File: src/pf_stage_pkg.sv
// Constants for the under power factor protection stage
package pf_stage_pkg;

    localparam int GROUPS = 8;
    localparam int GRP_W = 3;
    localparam int DLY_W = 19;
    localparam int RATIO_W = 16;

    localparam logic [2:0] LN_ON = 3'h1;
    localparam logic [2:0] LN_BLOCKED = 3'h2;
    localparam logic [2:0] LN_TEST = 3'h3;
    localparam logic [2:0] LN_TEST_BLK = 3'h4;
    localparam logic [2:0] LN_OFF = 3'h5;

    localparam logic [2:0] COND_NORMAL = 3'h0;
    localparam logic [2:0] COND_START = 3'h1;
    localparam logic [2:0] COND_TRIP = 3'h2;
    localparam logic [2:0] COND_BLOCKED = 3'h3;
    localparam logic [2:0] COND_ALARM_START = 3'h4;
    localparam logic [2:0] COND_ALARM = 3'h5;

    localparam int EV_N = 5;
    localparam int EV_ALARM_START = 0;
    localparam int EV_ALARM = 1;
    localparam int EV_START = 2;
    localparam int EV_TRIP = 3;
    localparam int EV_BLOCKED = 4;

    localparam int PATH_ALARM = 0;
    localparam int PATH_TRIP = 1;

    localparam logic [7:0] TRIP_PF_RST = 8'h50;
    localparam logic [7:0] ALARM_PF_RST = 8'h5a;
    localparam logic [7:0] PF_SET_MIN = 8'h05;
    localparam logic [7:0] PF_SET_MAX = 8'h63;
    localparam logic ALARM_MODE_RST = 1'b1;
    localparam logic [DLY_W-1:0] DLY_RST = 19'h00000;
    localparam logic [2:0] LN_RST = LN_ON;

    localparam int RELEASE_PCT = 103;
    localparam int FULL_PCT = 100;

    localparam int CLK_HZ = 250_000_000;
    localparam int STAMP_MS = 1;
    localparam int STAMP_CYC = CLK_HZ / 1000 * STAMP_MS;
    localparam int SAMPLE_MS = 5;
    localparam int PREFAULT_MS = 20;
    localparam int PREFAULT_N = PREFAULT_MS / SAMPLE_MS;

endpackage

File: src/under_power_factor_stage.sv
// Under power factor protection stage
`timescale 1ns/10ps
module under_power_factor_stage
    import pf_stage_pkg::*;
#(
    parameter int MS_CYCLES = STAMP_CYC,
    parameter int PF_W = 8,
    parameter int CNT_W = 16
) (
    input wire logic CLOCK_I,
    input wire logic RESET_I,
    input wire logic PF_VALID_I,
    input wire logic [PF_W-1:0] PF_SAMPLE_I,
    input wire logic BLOCK_I,
    input wire logic [GRP_W-1:0] GROUP_SEL_I,
    input wire logic SET_WR_I,
    input wire logic [GRP_W-1:0] SET_GROUP_I,
    input wire logic SET_ALARM_MODE_I,
    input wire logic [7:0] SET_TRIP_PF_I,
    input wire logic [7:0] SET_ALARM_PF_I,
    input wire logic [DLY_W-1:0] SET_TRIP_DLY_I,
    input wire logic [DLY_W-1:0] SET_ALARM_DLY_I,
    input wire logic [2:0] LOGICAL_NODE_BEHAVIOUR_I,
    input wire logic FORCE_EN_I,
    input wire logic [2:0] FORCE_STATUS_I,
    input wire logic [EV_N-1:0] COUNT_CLR_I,
    output logic ALARM_START_O,
    output logic ALARM_O,
    output logic START_O,
    output logic TRIP_O,
    output logic BLOCKED_O,
    output logic [EV_N-1:0] EVT_ON_O,
    output logic [EV_N-1:0] EVT_OFF_O,
    output logic [31:0] EVT_STAMP_O,
    output logic [CNT_W-1:0] CNT_ALARM_START_O,
    output logic [CNT_W-1:0] CNT_ALARM_O,
    output logic [CNT_W-1:0] CNT_START_O,
    output logic [CNT_W-1:0] CNT_TRIP_O,
    output logic [CNT_W-1:0] CNT_BLOCKED_O,
    output logic [PF_W-1:0] PREFAULT_PF_O,
    output logic [2:0] CONDITION_O,
    output logic [2:0] LN_BEHAVIOUR_O,
    output logic [DLY_W-1:0] EXP_ALARM_TIME_O,
    output logic [DLY_W-1:0] ALARM_REMAIN_O,
    output logic [DLY_W-1:0] EXP_TRIP_TIME_O,
    output logic signed [DLY_W:0] TRIP_REMAIN_O,
    output logic [RATIO_W-1:0] RATIO_ALARM_O,
    output logic [RATIO_W-1:0] RATIO_TRIP_O
);

    if (MS_CYCLES < 2 || PF_W < 7 || PF_W > 8 || CNT_W < 1) begin : g_chk
        $error("under_power_factor_stage: unsupported parameter value");
    end

    ////////////////////////////////////////////////////////////////////////
    // Setting groups
    logic [7:0] trip_pf_r [GROUPS];
    logic [7:0] alarm_pf_r [GROUPS];
    logic alarm_mode_r [GROUPS];
    logic [DLY_W-1:0] trip_dly_r [GROUPS];
    logic [DLY_W-1:0] alarm_dly_r [GROUPS];
    logic [7:0] trip_pf_nxt [GROUPS];
    logic [7:0] alarm_pf_nxt [GROUPS];
    logic alarm_mode_nxt [GROUPS];
    logic [DLY_W-1:0] trip_dly_nxt [GROUPS];
    logic [DLY_W-1:0] alarm_dly_nxt [GROUPS];

    for (genvar g = 0; g < GROUPS; g++) begin : g_grp
        always_comb begin
            trip_pf_nxt[g] = trip_pf_r[g];
            alarm_pf_nxt[g] = alarm_pf_r[g];
            alarm_mode_nxt[g] = alarm_mode_r[g];
            trip_dly_nxt[g] = trip_dly_r[g];
            alarm_dly_nxt[g] = alarm_dly_r[g];
            if (SET_WR_I && SET_GROUP_I == GRP_W'(g)) begin
                if (SET_TRIP_PF_I >= PF_SET_MIN
                    && SET_TRIP_PF_I <= PF_SET_MAX) begin
                    trip_pf_nxt[g] = SET_TRIP_PF_I;
                end
                if (SET_ALARM_PF_I >= PF_SET_MIN
                    && SET_ALARM_PF_I <= PF_SET_MAX) begin
                    alarm_pf_nxt[g] = SET_ALARM_PF_I;
                end
                alarm_mode_nxt[g] = SET_ALARM_MODE_I;
                trip_dly_nxt[g] = SET_TRIP_DLY_I;
                alarm_dly_nxt[g] = SET_ALARM_DLY_I;
            end
        end
        always_ff @(posedge CLOCK_I) begin
            if (RESET_I) begin
                trip_pf_r[g] <= TRIP_PF_RST;
                alarm_pf_r[g] <= ALARM_PF_RST;
                alarm_mode_r[g] <= ALARM_MODE_RST;
                trip_dly_r[g] <= DLY_RST;
                alarm_dly_r[g] <= DLY_RST;
            end else begin
                trip_pf_r[g] <= trip_pf_nxt[g];
                alarm_pf_r[g] <= alarm_pf_nxt[g];
                alarm_mode_r[g] <= alarm_mode_nxt[g];
                trip_dly_r[g] <= trip_dly_nxt[g];
                alarm_dly_r[g] <= alarm_dly_nxt[g];
            end
        end
    end

    ////////////////////////////////////////////////////////////////////////
    // Active settings, blocking and behaviour
    logic [7:0] thr [2];
    logic [DLY_W-1:0] dly [2];
    logic path_en [2];
    logic blk;
    logic off;
    logic [15:0] pf_pct;

    always_comb begin
        thr[PATH_ALARM] = alarm_pf_r[GROUP_SEL_I];
        thr[PATH_TRIP] = trip_pf_r[GROUP_SEL_I];
        dly[PATH_ALARM] = alarm_dly_r[GROUP_SEL_I];
        dly[PATH_TRIP] = trip_dly_r[GROUP_SEL_I];
        path_en[PATH_ALARM] = alarm_mode_r[GROUP_SEL_I];
        path_en[PATH_TRIP] = 1'b1;
        blk = BLOCK_I || LOGICAL_NODE_BEHAVIOUR_I == LN_BLOCKED
            || LOGICAL_NODE_BEHAVIOUR_I == LN_TEST_BLK;
        off = LOGICAL_NODE_BEHAVIOUR_I == LN_OFF;
        pf_pct = 16'(PF_SAMPLE_I) * 16'(FULL_PCT);
    end

    ////////////////////////////////////////////////////////////////////////
    // Pick-up, blocking and definite delay per path
    logic pu_r [2];
    logic hold_r [2];
    logic st_r [2];
    logic op_r [2];
    logic [DLY_W-1:0] cnt_r [2];
    logic pu_nxt [2];
    logic hold_nxt [2];
    logic st_nxt [2];
    logic op_nxt [2];
    logic [DLY_W-1:0] cnt_nxt [2];
    logic blk_r;
    logic blk_nxt;

    for (genvar p = 0; p < 2; p++) begin : g_path
        always_comb begin
            pu_nxt[p] = pu_r[p];
            hold_nxt[p] = hold_r[p];
            st_nxt[p] = st_r[p];
            op_nxt[p] = op_r[p];
            cnt_nxt[p] = cnt_r[p];
            if (off) begin
                pu_nxt[p] = 1'b0;
                hold_nxt[p] = 1'b0;
                st_nxt[p] = 1'b0;
                op_nxt[p] = 1'b0;
                cnt_nxt[p] = '0;
            end else if (PF_VALID_I) begin
                if (pu_r[p]) begin
                    pu_nxt[p] = path_en[p] && pf_pct
                        < 16'(thr[p]) * 16'(RELEASE_PCT);
                end else begin
                    pu_nxt[p] = path_en[p]
                        && 8'(PF_SAMPLE_I) < thr[p];
                end
                hold_nxt[p] = pu_nxt[p]
                    && (hold_r[p] || (!pu_r[p] && blk));
                st_nxt[p] = pu_nxt[p] && !blk && !hold_nxt[p];
                if (!st_nxt[p] || !st_r[p]) begin
                    cnt_nxt[p] = '0;
                end else if (cnt_r[p] < dly[p]) begin
                    cnt_nxt[p] = cnt_r[p] + 1'b1;
                end
                op_nxt[p] = st_nxt[p] && cnt_nxt[p] >= dly[p];
            end
        end
        always_ff @(posedge CLOCK_I) begin
            if (RESET_I) begin
                pu_r[p] <= 1'b0;
                hold_r[p] <= 1'b0;
                st_r[p] <= 1'b0;
                op_r[p] <= 1'b0;
                cnt_r[p] <= '0;
            end else begin
                pu_r[p] <= pu_nxt[p];
                hold_r[p] <= hold_nxt[p];
                st_r[p] <= st_nxt[p];
                op_r[p] <= op_nxt[p];
                cnt_r[p] <= cnt_nxt[p];
            end
        end
    end

    ////////////////////////////////////////////////////////////////////////
    // Outputs, forcing, condition and events
    logic [EV_N-1:0] out_r;
    logic [EV_N-1:0] out_nxt;
    logic [EV_N-1:0] on_r;
    logic [EV_N-1:0] off_r;
    logic [2:0] cond_r;
    logic [2:0] cond_nxt;
    logic [2:0] ln_r;
    logic [31:0] stamp_r;
    logic [31:0] stamp_nxt;
    logic [31:0] div_r;
    logic [31:0] div_nxt;

    always_comb begin
        blk_nxt = PF_VALID_I ? blk : blk_r;
        out_nxt[EV_ALARM_START] = st_nxt[PATH_ALARM];
        out_nxt[EV_ALARM] = op_nxt[PATH_ALARM];
        out_nxt[EV_START] = st_nxt[PATH_TRIP];
        out_nxt[EV_TRIP] = op_nxt[PATH_TRIP];
        out_nxt[EV_BLOCKED] = (pu_nxt[PATH_ALARM] || pu_nxt[PATH_TRIP])
            && blk_nxt && !off;
        if (FORCE_EN_I) begin
            out_nxt = '0;
            case (FORCE_STATUS_I)
                COND_START: out_nxt[EV_START] = 1'b1;
                COND_TRIP: out_nxt[EV_TRIP] = 1'b1;
                COND_BLOCKED: out_nxt[EV_BLOCKED] = 1'b1;
                COND_ALARM_START: out_nxt[EV_ALARM_START] = 1'b1;
                COND_ALARM: out_nxt[EV_ALARM] = 1'b1;
                default: out_nxt = '0;
            endcase
        end
        if (out_nxt[EV_TRIP]) begin
            cond_nxt = COND_TRIP;
        end else if (out_nxt[EV_ALARM]) begin
            cond_nxt = COND_ALARM;
        end else if (out_nxt[EV_START]) begin
            cond_nxt = COND_START;
        end else if (out_nxt[EV_ALARM_START]) begin
            cond_nxt = COND_ALARM_START;
        end else if (out_nxt[EV_BLOCKED]) begin
            cond_nxt = COND_BLOCKED;
        end else begin
            cond_nxt = COND_NORMAL;
        end
        div_nxt = div_r + 32'h1;
        stamp_nxt = stamp_r;
        if (div_r == 32'(MS_CYCLES - 1)) begin
            div_nxt = '0;
            stamp_nxt = stamp_r + 32'h1;
        end
    end

    always_ff @(posedge CLOCK_I) begin
        if (RESET_I) begin
            blk_r <= 1'b0;
            out_r <= '0;
            on_r <= '0;
            off_r <= '0;
            cond_r <= COND_NORMAL;
            ln_r <= LN_RST;
            stamp_r <= '0;
            div_r <= '0;
        end else begin
            blk_r <= blk_nxt;
            out_r <= out_nxt;
            on_r <= out_nxt & ~out_r;
            off_r <= ~out_nxt & out_r;
            cond_r <= cond_nxt;
            ln_r <= LOGICAL_NODE_BEHAVIOUR_I;
            stamp_r <= stamp_nxt;
            div_r <= div_nxt;
        end
    end

    ////////////////////////////////////////////////////////////////////////
    // Event counters
    logic [CNT_W-1:0] evcnt_r [EV_N];
    logic [CNT_W-1:0] evcnt_nxt [EV_N];

    for (genvar e = 0; e < EV_N; e++) begin : g_cnt
        always_comb begin
            evcnt_nxt[e] = evcnt_r[e];
            if (out_nxt[e] && !out_r[e]) begin
                evcnt_nxt[e] = (COUNT_CLR_I[e] ? '0 : evcnt_r[e])
                    + 1'b1;
            end else if (COUNT_CLR_I[e]) begin
                evcnt_nxt[e] = '0;
            end
        end
        always_ff @(posedge CLOCK_I) begin
            if (RESET_I) begin
                evcnt_r[e] <= '0;
            end else begin
                evcnt_r[e] <= evcnt_nxt[e];
            end
        end
    end

    ////////////////////////////////////////////////////////////////////////
    // Prefault average, readouts and ratios
    logic [PF_W-1:0] hist_r [PREFAULT_N];
    logic [PF_W-1:0] hist_nxt [PREFAULT_N];
    logic [PF_W-1:0] pre_r;
    logic [PF_W-1:0] pre_nxt;
    logic [PF_W+1:0] hist_sum;
    logic [RATIO_W-1:0] ratio_r [2];
    logic [RATIO_W-1:0] ratio_nxt [2];
    logic [DLY_W-1:0] rem_r [2];
    logic [DLY_W-1:0] rem_nxt [2];
    logic [DLY_W-1:0] exp_r [2];

    always_comb begin
        hist_sum = '0;
        for (int i = 0; i < PREFAULT_N; i++) begin
            hist_sum = hist_sum + (PF_W+2)'(hist_r[i]);
        end
        pre_nxt = pre_r;
        if (PF_VALID_I && (out_nxt[EV_START] && !out_r[EV_START]
            || out_nxt[EV_TRIP] && !out_r[EV_TRIP])) begin
            pre_nxt = hist_sum[PF_W+1:2];
        end
        for (int i = 0; i < PREFAULT_N; i++) begin
            hist_nxt[i] = hist_r[i];
        end
        if (PF_VALID_I) begin
            hist_nxt[0] = PF_SAMPLE_I;
            for (int i = 1; i < PREFAULT_N; i++) begin
                hist_nxt[i] = hist_r[i-1];
            end
        end
        for (int p = 0; p < 2; p++) begin
            ratio_nxt[p] = ratio_r[p];
            if (PF_VALID_I) begin
                ratio_nxt[p] = pf_pct / 16'(thr[p]);
            end
            rem_nxt[p] = st_nxt[p] ? dly[p] - cnt_nxt[p] : '0;
        end
    end

    always_ff @(posedge CLOCK_I) begin
        if (RESET_I) begin
            pre_r <= '0;
            for (int i = 0; i < PREFAULT_N; i++) begin
                hist_r[i] <= '0;
            end
            for (int p = 0; p < 2; p++) begin
                ratio_r[p] <= '0;
                rem_r[p] <= '0;
                exp_r[p] <= DLY_RST;
            end
        end else begin
            pre_r <= pre_nxt;
            for (int i = 0; i < PREFAULT_N; i++) begin
                hist_r[i] <= hist_nxt[i];
            end
            for (int p = 0; p < 2; p++) begin
                ratio_r[p] <= ratio_nxt[p];
                rem_r[p] <= rem_nxt[p];
                exp_r[p] <= dly[p];
            end
        end
    end

    always_comb begin
        ALARM_START_O = out_r[EV_ALARM_START];
        ALARM_O = out_r[EV_ALARM];
        START_O = out_r[EV_START];
        TRIP_O = out_r[EV_TRIP];
        BLOCKED_O = out_r[EV_BLOCKED];
        EVT_ON_O = on_r;
        EVT_OFF_O = off_r;
        EVT_STAMP_O = stamp_r;
        CNT_ALARM_START_O = evcnt_r[EV_ALARM_START];
        CNT_ALARM_O = evcnt_r[EV_ALARM];
        CNT_START_O = evcnt_r[EV_START];
        CNT_TRIP_O = evcnt_r[EV_TRIP];
        CNT_BLOCKED_O = evcnt_r[EV_BLOCKED];
        PREFAULT_PF_O = pre_r;
        CONDITION_O = cond_r;
        LN_BEHAVIOUR_O = ln_r;
        EXP_ALARM_TIME_O = exp_r[PATH_ALARM];
        ALARM_REMAIN_O = rem_r[PATH_ALARM];
        EXP_TRIP_TIME_O = exp_r[PATH_TRIP];
        TRIP_REMAIN_O = signed'({1'b0, rem_r[PATH_TRIP]});
        RATIO_ALARM_O = ratio_r[PATH_ALARM];
        RATIO_TRIP_O = ratio_r[PATH_TRIP];
    end

endmodule // under_power_factor_stage

File: config.mk
export PLATFORM = sky130hd
export DESIGN_NAME = under_power_factor_stage
export DESIGN_NICKNAME = d
export VERILOG_FILES = /design/src/pf_stage_pkg.sv /design/src/under_power_factor_stage.sv
export SDC_FILE = /design/constraint.sdc
export NUM_CORES = 2
export LEC_CHECK = 0
export ABC_AREA = 0
export CAP_MARGIN = 20
export CORE_ASPECT_RATIO = 1.25
export CORE_UTILIZATION = 25
export DETAILED_ROUTE_END_ITERATION = 12
export DONT_BUFFER_PORTS = 1
export PLACE_DENSITY = 0.42
export SLEW_MARGIN = 5
export SYNTH_ARGS = -nofsm -noshare
export SYNTH_HDL_FRONTEND = slang
export SYNTH_SLANG_ARGS = --single-unit
File: constraint.sdc
create_clock -name CLOCK_I -period 51.7 [get_ports CLOCK_I]
set_clock_uncertainty 0.15 [all_clocks]
set_input_delay 7.755 -clock CLOCK_I [delete_from_list [all_inputs] [get_ports CLOCK_I]]
set_output_delay 7.755 -clock CLOCK_I [all_outputs]
set_load 0.1 [all_outputs]
==> flow_results.org <==
** Synthesis
- FFs w/ async S/R, synth :: 0
- The biggest area contributor in the post-synthesis netlist is edfxtp_1.
- Synthesis handed over a netlist of 5337 instances.
- After synthesis, the cell types taking the most area are edfxtp_1, dfxtp_1, ha_1, nor2_1, mux4_2.
- Number of warnings reported in the yosys synthesis log :: 0
- The number of different library cells used by synthesis comes to 116.
- Total of flip-flops plus latches after synthesis :: 800
- The synthesized netlist occupies a cell area of 0.0527 sq mm.
- Top cell type's share of synthesized area :: 0.250
- Yosys mapped a number of flops with a built-in enable equal to 439.
- Sequential cell area fraction in the yosys report :: 0.388
- Primary flip-flop cell chosen by synthesis mapping :: edfxtp_1
- Mean instance size in the synthesized netlist :: 9.87 sq um

** Critical path
- The worst setup path is captured at a flop.
- Slowest-stage cell, CP :: o211ai_1
- The worst register-to-register path ends at ratio_r[0][16].
- CP Launch Type :: input pin
- Setup crit start :: PF_SAMPLE_I[2]
- For flop-to-flop paths, the worst setup slack is 11.20 ns.
- Maximum cell stage delay along the critical path :: 0.70 ns
- Worst reg-to-reg path cell count :: ~170
- For the worst setup path, the data required time is between 50 and 60 ns.
- Kind of critical path :: input pin to flop
- Worst Setup EP :: ratio_r[0][16]
- Counting stages on the worst path, the most repeated cell is o21a_1.
- CP max FO :: 13
- Data on the critical path arrives at its endpoint at between 40 and 50 ns.
- In this run the critical register-to-register path is launched from trip_pf_r[3][6].

** Floorplanning
- The initial utilization of the core area, before any placement, comes to 0.251.
- Measured along the x axis, the die boundary spans approximately 410 microns.
- The floorplan step defined a core boundary enclosing 0.210 sq mm.
- The die covers 0.213 sq mm.
- Vert. Die Dim :: 515 microns
- In this run the core area contains 188 standard-cell rows.
- Ports :: ~340

** Routing
- The first routing iteration left 2059 violations.
- In the routed layout, each cell is associated on average with a via count of 4.85.
- Detailed-router iteration count before antenna repair :: 7
- Detail-routed net length per standard cell :: 20.7 microns
- After detailed routing, the number of remaining DRC violations is 0.
- Post-route ant nets :: 0
- The final layout contains routed wiring with a total length of 169000 microns.
- Vias :: 39639

** Placement
- The congestion estimate from routability-driven global placement came to 0.826.
- After legalization and detailed placement, the total HPWL measured around 120000 microns.
- Port buffering added 0 buffers.
- Number of cells in the design after placement :: 7995

** STA
- At the pin with the least slew margin, the transition time is approximately 1.2 ns.
- Derived from the worst setup path, the maximum achievable clock frequency is 0.0207 GHz.
- The smallest clock period supported by the final layout is computed as 48.31 ns.
- Worst rel slew slack :: 0.215
- Number of hold violations in the final report :: 0
- Setup violations remaining at the end of the flow were counted as 0.
- Unrepaired setup endpoints after global routing :: no
- Setup total negative slack on the finished layout was measured at 0 ns.
- The number of slew-limit violations in the final report was 0.
- Period utilization :: 0.934

** CTS
- Post-cts sizing count :: 0
- The clock net in this run drives a total of 800 sinks.
- Number of levels in the clock H-tree :: 3
- After clock tree synthesis, the setup repair step added 0 buffers.
- TritonCTS built the clock tree.
- Clock-pin slew of the registers on the worst-case setup and hold paths :: 0.06 ns
- After clock tree synthesis, the flow added hold-fix buffers numbering 0.
- For the worst-skew pair, the clock arrives at the later sink with an insertion delay of between 0.7 and 0.8 ns.
- Clock buffers created by TritonCTS :: 94
- Clock tree root driver cell :: clkbuf_16
- Maximum clock insertion buffer count :: 3

** Flow run
- Maximum Capacitance Violations :: 0

** Final layout
- NumNets Final :: 5955
- At the end of the flow the core is filled with cells to 0.284.
- From synthesis to final layout, the design area changed by 12.8%.
- Of the cells placed in the final design, the portion with a size suffix greater than 1 is 0.102.
- Footprint of the flip-flops and latches :: about 0.020 sq mm
- Area taken by multi-input logic gates :: ~0.031 sq mm
- After the flow finishes, the layout carries non-filler instances totaling 8172.
- After filler insertion, the fill cell instance count of the layout stands at between 20000 and 25000.

** GRT
- The via count of the first global-routing pass was about 41000.
- Wire length of the first global-routing pass :: 254000 microns
- For this run, the total global-route usage over all layers was measured as 0.156.
- Remaining global-route overflow :: 0
- Maximum number of pins on one net before global-route repair :: 268
- The initial antenna violation count came to 9.

** Run status
- Result of the run :: complete, no violations

** Min path
- Class of the worst hold path :: flop to flop
[placed cells by master, fill, tap and decap left out, drive strengths merged, types with 121 or more instances in the layout]
master / netlist / routed
and3: 274 / 274
inv: 248 / 258
nor2: 662 / 662
o21ai: 172 / 172
xnor2: 152 / 152
a21o: 125 / 125
o21a: 150 / 150
clkbuf: 171 / 129
a21oi: 193 / 193
mux2i: 131 / 131
dfxtp: 361 / 361
nor3: 169 / 169
xor2: 121 / 121
edfxtp: 439 / 439
nand2: 332 / 332
ha: 486 / 486
[per-layer routing]
metal | track usage | part of all wire | vias to the layer above
met5 | 0 | 0.00015 | -
met4 | 0.0413 | 0.023 | 4
met3 | 0.0318 | 0.055 | 190
met2 | 0.265 | 0.47 | 748
met1 | 0.199 | 0.45 | 19391
li1 | - | - | 19306
[critical path, delay by kind of cell]
family	cells	cell delay, ns
AOI/OAI and AO/OA	92	19.46
buffers and inverters	11	1.54
and+or+nand+nor	48	11.80
muxes	4	1.57
adders and majority gates	20	6.22
xor gates and xnor gates	1	0.34
[kinds of logic (layout without fill, tap and decap cells)]
family                   count (synthesis)  in the layout  synth area share
AO/OA/AOI/OAI                          900            900             0.117
XOR/XNOR                               274            274            0.0461
buffers and inverters                  462            524            0.0340
other                                    1             19         0.0000712
flip-flops                             800            800             0.388
AND/OR/NAND/NOR                       2055           2055             0.194
adder cells (fa/ha/maj)                534            534             0.134
multiplexers                           311            311            0.0876
[per-stage QoR]
step	hold slack [ns]	worst slack [ns]	area (sq um)
floorplan	0.268	7.12	52700
global placement	0.286	2.08	56200
detailed placement	0.291	2.69	56200
CTS	0.305	3.36	59400
global route	0.339	0.356	59400
finish	0.298	3.39	59400
[how the worst min path moves through the flow]
stage / startpoint / endpoint / slack, ns / cells after the start
final: div_r[0] / div_r[0] / 0.30 / 1
after global routing: div_r[0] / div_r[0] / 0.34 / 1
after CTS: div_r[0] / div_r[0] / 0.31 / 1
after detailed placement: div_r[0] / div_r[0] / 0.29 / 1
after global placement: div_r[0] / div_r[0] / 0.29 / 1
after floorplan: div_r[0] / div_r[0] / 0.27 / 1
[cell type report]
cell class / instances / area share
inverter: 248 / 0.0157
clock buffer: 129 / 0.0460
multi-input combinational: 4091 / 0.516
clock inverter: 46 / 0.00806
timing repair buffer: 101 / 0.0132
sequential: 800 / 0.343
antenna: 2 / 0.0000842
tap: 2755 / 0.0580
[state kept, by name, summed over array words and instances (netlist names), 5 cells and up]
name           count
hist_r            32
div_r             32
EVT_STAMP_O       32
PREFAULT_PF_O      8
alarm_mode_r       8
EVT_ON_O           5
alarm_dly_r      152
out_r              5
ratio_r           32
EVT_OFF_O          5
alarm_pf_r        64
evcnt_r           80
trip_dly_r       152
exp_r             38
rem_r             38
trip_pf_r         64
cnt_r             38
[cell usage after synthesis, drive strengths merged (121+ instances only)]
master  instances
nor2          662
a21o          125
dfxtp         361
ha            486
inv           248
and3          274
xor2          121
nand2         332
o21a          150
xnor2         152
clkbuf        171
nor3          169
edfxtp        439
o21ai         172
a21oi         193
mux2i         131
Power is not shown: default switching activity piles up to over one toggle a cycle in this logic, so the estimate is an artifact.
